`config.mk`:
```
export PLATFORM = sky130hd
export DESIGN_NAME = psmc_power_mode_ctrl
export DESIGN_NICKNAME = d
export VERILOG_FILES = /design/src/core/psmc_pkg.sv /design/src/core/psmc_power_mode_ctrl.sv
export SDC_FILE = /design/constraint.sdc
export NUM_CORES = 1
export LEC_CHECK = 0
export ABC_AREA = 0
export ABC_CLOCK_PERIOD_IN_PS = 1700
export BUFFER_PORTS_ARGS = -buffer_cell sky130_fd_sc_hd__buf_2
export CAP_MARGIN = 20
export CORE_MARGIN = 3
export CORE_UTILIZATION = 26
export DETAILED_ROUTE_END_ITERATION = 10
export HOLD_SLACK_MARGIN = 0.06
export PLACE_DENSITY = 0.46
export SYNTH_ARGS = -nofsm -noshare
export SYNTH_HDL_FRONTEND = slang
export SYNTH_SLANG_ARGS = --single-unit
```
`constraint.sdc`:
```
create_clock -name clk -period 1.7 [get_ports clk]
set_input_delay 0.255 -clock clk [delete_from_list [all_inputs] [get_ports clk]]
set_output_delay 0.255 -clock clk [all_outputs]
set_load 0.05 [all_outputs]
```
`src/core/psmc_pkg.sv`:
```
package psmc_pkg;
    // sfr addresses
    localparam logic [7:0] ADDR_POWER_MODE_CONTROL = 8'h87;
    localparam logic [7:0] ADDR_POWER_MODE_WAKE    = 8'h88;
    localparam logic [7:0] ADDR_SYSTEM_CONTROL     = 8'hB1;
    // reset images
    localparam logic [7:0] RST_SYSTEM_CONTROL = 8'h00;
    localparam logic [2:0] SYNC_EXT_INTERRUPT0_PIN_IDLE     = 3'h7;
    localparam logic [2:0] SYNC_USB_IDLE      = 3'h0;
    // system control field
    localparam int BIT_SFR_MAP_SELECT = 4;
    // power mode control fields
    localparam int BIT_POWERDOWN_START = 6;
    localparam int BIT_IDLE_START      = 5;
    localparam int BIT_USER_FLAG_1     = 3;
    localparam int BIT_USER_FLAG_0     = 2;
    localparam int BIT_POWERDOWN_ARM   = 1;
    localparam int BIT_IDLE_ARM        = 0;
    // wake control fields
    localparam int BIT_EXT_WAKE_ENABLE = 7;
    localparam int BIT_WAKE_SOURCE     = 4;
    // wake source encodings
    localparam logic WAKE_SRC_PIN = 1'b0;
    localparam logic WAKE_SRC_USB = 1'b1;
    // mode states, one-hot
    typedef enum logic [2:0] {
        PSMC_RUN  = 3'h1,
        PSMC_IDLE = 3'h2,
        PSMC_PDN  = 3'h4
    } psmc_state_t;
endpackage

```
`src/core/psmc_power_mode_ctrl.sv`:
```
// Summary of operation
// power mode control register decoded at sfr address 87 hex
// wake control register at mapped 88 hex, only with map select set
// map select is bit 4 of system control at B1 hex
// powerdown arm/start pick power-down; idle arm/start pick idle
// simultaneous power-down and idle requests enter power-down only
// control layout: pd start 6, idle start 5, flags 3:2, arms 1:0
// two user flags, freely read/written, no hardware effect
// powerdown start ignored unless powerdown arm already set
// idle start ignored unless idle arm already set
// external wake enable must be set for pin or usb wake
// wake source select: 0 pin (default), 1 usb activity
// wake control: ext wake enable bit 7, wake source bit 4
// software must not rely on reserved bits
// idle needs arm write then separate start write; both together fail
// idle arm and start self clear and always read zero
// idle ends on enabled interrupt or reset
// power-down ends on reset, low pin, or usb; registers kept
// power-down needs arm write then separate start write
`timescale 1ns/1ps
`default_nettype none
module psmc_power_mode_ctrl (
    input  wire logic       clk,
    input  wire logic       rstn,
    input  wire logic [7:0] sfr_addr,
    input  wire logic [7:0] sfr_wdata,
    input  wire logic       sfr_wr,
    input  wire logic       sfr_rd,
    output logic      [7:0] sfr_rdata,
    input  wire logic       irq_pending,
    input  wire logic       ext_interrupt0_pin,
    input  wire logic       usb_bus_activity,
    output logic            cpu_clock_gate,
    output logic            oscillator_stop,
    output logic            wake_event
);
    // mode state and register image
    psmc_pkg::psmc_state_t state_reg;
    logic       powerdown_start_reg;
    logic       user_flag_1_reg;
    logic       user_flag_0_reg;
    logic       powerdown_arm_reg;
    logic       idle_arm_reg;
    logic       external_wake_enable_reg;
    logic       wake_source_select_reg;
    logic       sfr_map_select_reg;
    logic [7:0] system_control_reg;

    // pin synchronisers and their filtered levels
    logic [2:0] ext_interrupt0_pin_sync_reg;
    logic [2:0] usb_sync_reg;
    logic       ext_interrupt0_pin_low_reg;
    logic       usb_act_reg;

    // decoded strobes and mode requests
    logic       wr_ctrl;
    logic       wr_wake;
    logic       wr_sys;
    logic       rd_ctrl;
    logic       rd_wake;
    logic       rd_sys;
    logic       wake_mapped;
    logic       pd_go;
    logic       idle_go;
    logic       pd_wake;

    // address match, shared by the write and the read decode
    function automatic logic addr_is(
        input logic [7:0] addr,
        input logic [7:0] target
    );
        return addr == target;
    endfunction

    // last two taps agree; a one-sample glitch is never acted on
    function automatic logic taps_agree(
        input logic [2:0] taps
    );
        return taps[1] == taps[2];
    endfunction

    // a start counts only on its own write after the arm was set
    function automatic logic start_ok(
        input logic armed,
        input logic start_bit,
        input logic arm_bit
    );
        return armed && start_bit && !arm_bit;
    endfunction

    // control register as software sees it; idle bits never read back
    function automatic logic [7:0] ctrl_view(
        input logic pd_start,
        input logic flag_1,
        input logic flag_0,
        input logic pd_arm
    );
        logic [7:0] view;
        view = 8'h00;
        view[psmc_pkg::BIT_POWERDOWN_START] = pd_start;
        view[psmc_pkg::BIT_USER_FLAG_1]     = flag_1;
        view[psmc_pkg::BIT_USER_FLAG_0]     = flag_0;
        view[psmc_pkg::BIT_POWERDOWN_ARM]   = pd_arm;
        return view;
    endfunction

    // wake control as software sees it; reserved bits read zero
    function automatic logic [7:0] wake_view(
        input logic wake_enable,
        input logic wake_source
    );
        logic [7:0] view;
        view = 8'h00;
        view[psmc_pkg::BIT_EXT_WAKE_ENABLE] = wake_enable;
        view[psmc_pkg::BIT_WAKE_SOURCE]     = wake_source;
        return view;
    endfunction

    // the wake register only exists in the mapped area
    assign wake_mapped =
        sfr_map_select_reg &&
        addr_is(sfr_addr, psmc_pkg::ADDR_POWER_MODE_WAKE);

    // write decode; a write to the wake slot without map select is lost
    assign wr_ctrl =
        sfr_wr && addr_is(sfr_addr, psmc_pkg::ADDR_POWER_MODE_CONTROL);
    assign wr_wake = sfr_wr && wake_mapped;
    assign wr_sys  =
        sfr_wr && addr_is(sfr_addr, psmc_pkg::ADDR_SYSTEM_CONTROL);

    // read decode mirrors the write decode
    assign rd_ctrl =
        sfr_rd && addr_is(sfr_addr, psmc_pkg::ADDR_POWER_MODE_CONTROL);
    assign rd_wake = sfr_rd && wake_mapped;
    assign rd_sys  =
        sfr_rd && addr_is(sfr_addr, psmc_pkg::ADDR_SYSTEM_CONTROL);

    // start only counts if the arm was set by an earlier write
    assign pd_go = wr_ctrl &&
                   start_ok(powerdown_arm_reg,
                            sfr_wdata[psmc_pkg::BIT_POWERDOWN_START],
                            sfr_wdata[psmc_pkg::BIT_POWERDOWN_ARM]);
    assign idle_go = wr_ctrl &&
                     start_ok(idle_arm_reg,
                              sfr_wdata[psmc_pkg::BIT_IDLE_START],
                              sfr_wdata[psmc_pkg::BIT_IDLE_ARM]);

    // wake needs the enable; source picks pin level or usb activity
    assign pd_wake = external_wake_enable_reg &&
                     (wake_source_select_reg == psmc_pkg::WAKE_SRC_USB ?
                      usb_act_reg : ext_interrupt0_pin_low_reg);

    // system control register; only map select matters here
    always_ff @(posedge clk) begin
        if (!rstn) begin
            system_control_reg <= psmc_pkg::RST_SYSTEM_CONTROL;
        end else if (wr_sys) begin
            system_control_reg <= sfr_wdata;
        end
    end
    assign sfr_map_select_reg =
        system_control_reg[psmc_pkg::BIT_SFR_MAP_SELECT];

    // power mode control register
    always_ff @(posedge clk) begin
        if (!rstn) begin
            powerdown_start_reg <= 1'b0;
            user_flag_1_reg     <= 1'b0;
            user_flag_0_reg     <= 1'b0;
            powerdown_arm_reg   <= 1'b0;
            idle_arm_reg        <= 1'b0;
        end else if (wr_ctrl) begin
            user_flag_1_reg <= sfr_wdata[psmc_pkg::BIT_USER_FLAG_1];
            user_flag_0_reg <= sfr_wdata[psmc_pkg::BIT_USER_FLAG_0];
            powerdown_arm_reg <= sfr_wdata[psmc_pkg::BIT_POWERDOWN_ARM];
            powerdown_start_reg <= pd_go;
            // idle arm holds for one following write only
            idle_arm_reg <= sfr_wdata[psmc_pkg::BIT_IDLE_ARM] &&
                            !sfr_wdata[psmc_pkg::BIT_IDLE_START];
        end else if (state_reg == psmc_pkg::PSMC_RUN) begin
            // start bit drops once the mode has been left
            powerdown_start_reg <= 1'b0;
        end
    end

    // wake control register, kept across non-reset wake-ups
    always_ff @(posedge clk) begin
        if (!rstn) begin
            external_wake_enable_reg <= 1'b0;
            wake_source_select_reg   <= psmc_pkg::WAKE_SRC_PIN;
        end else if (wr_wake) begin
            external_wake_enable_reg <=
                sfr_wdata[psmc_pkg::BIT_EXT_WAKE_ENABLE];
            wake_source_select_reg <=
                sfr_wdata[psmc_pkg::BIT_WAKE_SOURCE];
        end
    end

    // wake pin through three flops; idles high so reset makes no edge
    always_ff @(posedge clk) begin
        if (!rstn) begin
            ext_interrupt0_pin_sync_reg <= psmc_pkg::SYNC_EXT_INTERRUPT0_PIN_IDLE;
            ext_interrupt0_pin_low_reg  <= 1'b0;
        end else begin
            ext_interrupt0_pin_sync_reg <= {ext_interrupt0_pin_sync_reg[1:0], ext_interrupt0_pin};
            if (taps_agree(ext_interrupt0_pin_sync_reg)) begin
                ext_interrupt0_pin_low_reg <= !ext_interrupt0_pin_sync_reg[2];
            end
        end
    end

    // usb activity through three flops, same filtering as the pin
    always_ff @(posedge clk) begin
        if (!rstn) begin
            usb_sync_reg <= psmc_pkg::SYNC_USB_IDLE;
            usb_act_reg  <= 1'b0;
        end else begin
            usb_sync_reg <= {usb_sync_reg[1:0], usb_bus_activity};
            if (taps_agree(usb_sync_reg)) begin
                usb_act_reg <= usb_sync_reg[2];
            end
        end
    end

    // wake pulse; one cycle, only for a non-reset exit
    always_ff @(posedge clk) begin
        if (!rstn) begin
            wake_event <= 1'b0;
        end else begin
            case (state_reg)
                psmc_pkg::PSMC_IDLE: begin
                    wake_event <= !pd_go && irq_pending;
                end
                psmc_pkg::PSMC_PDN: begin
                    wake_event <= pd_wake;
                end
                default: begin
                    wake_event <= 1'b0;
                end
            endcase
        end
    end

    // mode sequencer; power-down wins over idle
    always_ff @(posedge clk) begin
        if (!rstn) begin
            state_reg <= psmc_pkg::PSMC_RUN;
        end else begin
            case (state_reg)
                psmc_pkg::PSMC_RUN: begin
                    if (pd_go) begin
                        state_reg <= psmc_pkg::PSMC_PDN;
                    end else if (idle_go) begin
                        state_reg <= psmc_pkg::PSMC_IDLE;
                    end
                end
                psmc_pkg::PSMC_IDLE: begin
                    if (pd_go) begin
                        state_reg <= psmc_pkg::PSMC_PDN;
                    end else if (irq_pending) begin
                        state_reg <= psmc_pkg::PSMC_RUN;
                    end
                end
                psmc_pkg::PSMC_PDN: begin
                    if (pd_wake) begin
                        state_reg <= psmc_pkg::PSMC_RUN;
                    end
                end
                default: begin
                    state_reg <= psmc_pkg::PSMC_RUN;
                end
            endcase
        end
    end

    // cpu clock gate, on in both modes; a cycle late behind the state
    always_ff @(posedge clk) begin
        if (!rstn) begin
            cpu_clock_gate <= 1'b0;
        end else begin
            cpu_clock_gate <= state_reg != psmc_pkg::PSMC_RUN;
        end
    end

    // oscillator stop, power-down only
    always_ff @(posedge clk) begin
        if (!rstn) begin
            oscillator_stop <= 1'b0;
        end else begin
            oscillator_stop <= state_reg == psmc_pkg::PSMC_PDN;
        end
    end

    // read data stands until the next read; unmapped slots read zero
    always_ff @(posedge clk) begin
        if (!rstn) begin
            sfr_rdata <= 8'h00;
        end else if (rd_ctrl) begin
            sfr_rdata <= ctrl_view(powerdown_start_reg,
                                   user_flag_1_reg,
                                   user_flag_0_reg,
                                   powerdown_arm_reg);
        end else if (rd_wake) begin
            sfr_rdata <= wake_view(external_wake_enable_reg,
                                   wake_source_select_reg);
        end else if (rd_sys) begin
            sfr_rdata <= system_control_reg;
        end else if (sfr_rd) begin
            sfr_rdata <= 8'h00;
        end
    end
endmodule
`default_nettype wire

```
==> metrics <==
clk_skew 7.56 ps; Clk pin slew, worst setup/hold paths 70 ps; Int Power 1.21 mW; Vias 1247; PD cells 804 nW/um2; combinational share of power 5.6%; Synth Cell Area 1560 um2; worst hold margin 147 ps; r2r endpoint state_reg[0]; DR iter-0 viols 40; pin count of the biggest net entering global routing 23; fin crit period 1340 ps; Core Region 5640 um2; Resized Gates After CTS 0; Hold Vio Cnt, Final 0; Top Layer Used met4; Sw Ratio 23.2%; Clock power frac 38.7%; Worst Hold Path EP ext_interrupt0_pin_sync_reg[0]; final clock period utilization by the worst path 78.8%; Critical Path Sink Type flip-flop; register area share after synthesis 47.5%; Slew @ Worst Pin 352 ps; ANT cells 0; Clock Tree Root clkbuf_8; DRT antenna net count 0; Lkg Pwr 0.734 nW; Max VDD drop 384 uV; Synth async-reset ratio 0%; TritonCTS clock tree built; # DRC 0; PnR Total Power 1.57 mW; first-pass GRT wire length 6110 um; Bufs and invs on worst path 0; Reg-to-Reg Start state_reg[2]; Total GRT Usage 10.9%; Syn-to-layout area delta 25.1%; Vias/cell 4.57; Achievable Freq 0.746 GHz; vias in the first global route 1286; worst reg-to-reg path cell count 3; synth warn 0; CP max FO 7; DP HPWL 2680 um; die area 6970 um2; initial antenna violation count 0; startpoint types flip-flop; predominant post-synthesis flop cell dfxtp_1; drt total wl 3510 um; sw power 0.364 mW; IO Count 34; First-pass DRT Iterations 4; WL met2 1680 um; post-DR wirelength/cell 12.9 um; Arr. time, crit path 1480 ps; Post-Route M1 WL 1630 um; Crit-path slowest cell or3b_2; Layout fillers 577; design area 1950 um2; H-tree levels 2; Final Wtd Congestion 0.728; Hold-fix buffers, CTS 0; unrepaired setup endpoints after global routing false; Seq cells post-synth 37; hold path start ext_interrupt0_pin; status complete, no violations; share of layout cells above drive strength 1 26.9%; CP max stage delay 460 ps; r2r setup slk 360 ps; Mapped Cells 158; PortBufs 33; synth top area cells dfxtp_1, nor2b_1, mux2i_1, nand2b_1, a21boi_1; Overflow after GRT 0; Post-DP Area 1860 um2; area share of the largest cell type after synthesis 47.5%; Syn Nets 181; final setup vio count 0; Initial Utilization 27.7%; Hold Path Cell Cnt 2; Rel. slew slack 76.5%; clk sink count 37; Core Rows 27; Post-synth EDFFs 0; Clock Path Buffers 2; Yosys top cell by area dfxtp_1; Layout Nets 223; # Max-Cap Violations 0; sequential share of power 55.7%; Final Util 34.6%; Netlist cell types 37; Avg Synthesized Cell Area 9.87 um2; Die H 83.5 um; Hold Crit Class input pin to flip-flop; later-pin clock latency in the skew report 290 ps; post-CTS setup buffer count 0; number of CTS-inserted buffers 5; CP cell instances or3b_2 -> o21ai_0 -> o221ai_1; DR WL met3 159 um; Die W 83.5 um; CP top delay family simple AND/OR/NAND/NOR gates; Fin Setup TNS 0 ps; Final Max Tran Viols 0; Worst Path Required 1840 ps; Setup CP Type flip-flop to flip-flop
[worst max-delay path by stage]
stage / start / endpoint / slack [ps] / cells after the start
after floorplan: sfr_addr[4] / external_wake_enable_reg / 280 / 4
after global placement: sfr_addr[4] / external_wake_enable_reg / 100 / 5
after detailed placement: sfr_addr[4] / external_wake_enable_reg / 80 / 5
after CTS: state_reg[2] / state_reg[0] / 350 / 3
after global routing: sfr_addr[4] / idle_arm_reg / 190 / 5
final: state_reg[2] / state_reg[0] / 360 / 3
[cell type report]
class / count / area [um2] / area share (%)
multi-input cells: 115 / 796 / 40.8
flip-flops and latches: 37 / 741 / 37.9
repair buffers: 40 / 230 / 11.8
well taps: 72 / 90.1 / 4.62
clock buffers: 5 / 68.8 / 3.53
clock inverters: 3 / 22.5 / 1.15
inverters: 1 / 3.75 / 0.192
[layout by cell type, fill, tap and decap left out, types with 2 or more instances in the layout]
cell      count
and2_1        4
dfxtp_1      37
or3b_1        2
a21boi_1      6
o21ai_0       3
nand2b_1      9
a221oi_1      2
nand2_1       8
clkbuf_8      5
a21boi_0      3
nor2_1       10
mux2i_1      12
nand3_1       6
buf_4         6
clkinv_4      2
a32oi_1       4
nand3b_1      4
buf_2        33
nor2b_1      20
nor3_2        2
a21oi_1       3
[cells in the mapped netlist, drive strengths merged, types with 4 or more instances]
master  count
dfxtp      37
nor2b      20
mux2i      12
nor2       10
a21boi      9
nand2b      9
nand2       8
nand3       6
a32oi       4
and2        4
clkbuf      4
nand3b      4
nor3        4
or3b        4
[cells by family (layout without fill, tap and decap cells)]
| logic type | Yosys count | count (layout) | synth area share [%] |
|---|---|---|---|
| simple gates | 77 | 77 | 31.1 |
| compound gates | 26 | 26 | 12.2 |
| mux | 12 | 12 | 7.70 |
| flops | 37 | 37 | 47.5 |
| buf+inv | 6 | 49 | 1.52 |
[metrics by stage]
stage | setup slack [ps] | instances
3_5_place_dp | 80.2 | 265
4_1_cts | 352 | 273
5_1_grt | 193 | 273
2_1_floorplan | 275 | 158
6_report | 360 | 273
3_3_place_gp | 95.9 | 265
[power by group through the flow]
| stage | Sequential [mW] | Combinational, mW | Clock (mW) |
|---|---|---|---|
| 2_1_floorplan | 0.894 | 0.0369 | 0 |
| 3_3_place_gp | 0.894 | 0.0853 | 0 |
| 3_5_place_dp | 0.895 | 0.0872 | 0 |
| 4_1_cts | 0.874 | 0.0875 | 0.637 |
| 5_1_grt | 0.875 | 0.0966 | 0.680 |
| 6_report | 0.874 | 0.0871 | 0.608 |
[per-layer routing]
layer / global-route usage [%] / vias to the layer above
met5: 0 / -
met4: 3.51 / 0
met3: 3.75 / 5
met2: 17.8 / 21
met1: 13.5 / 580
li1: - / 641
No activity file was read; power rests on OpenSTA's default activity.
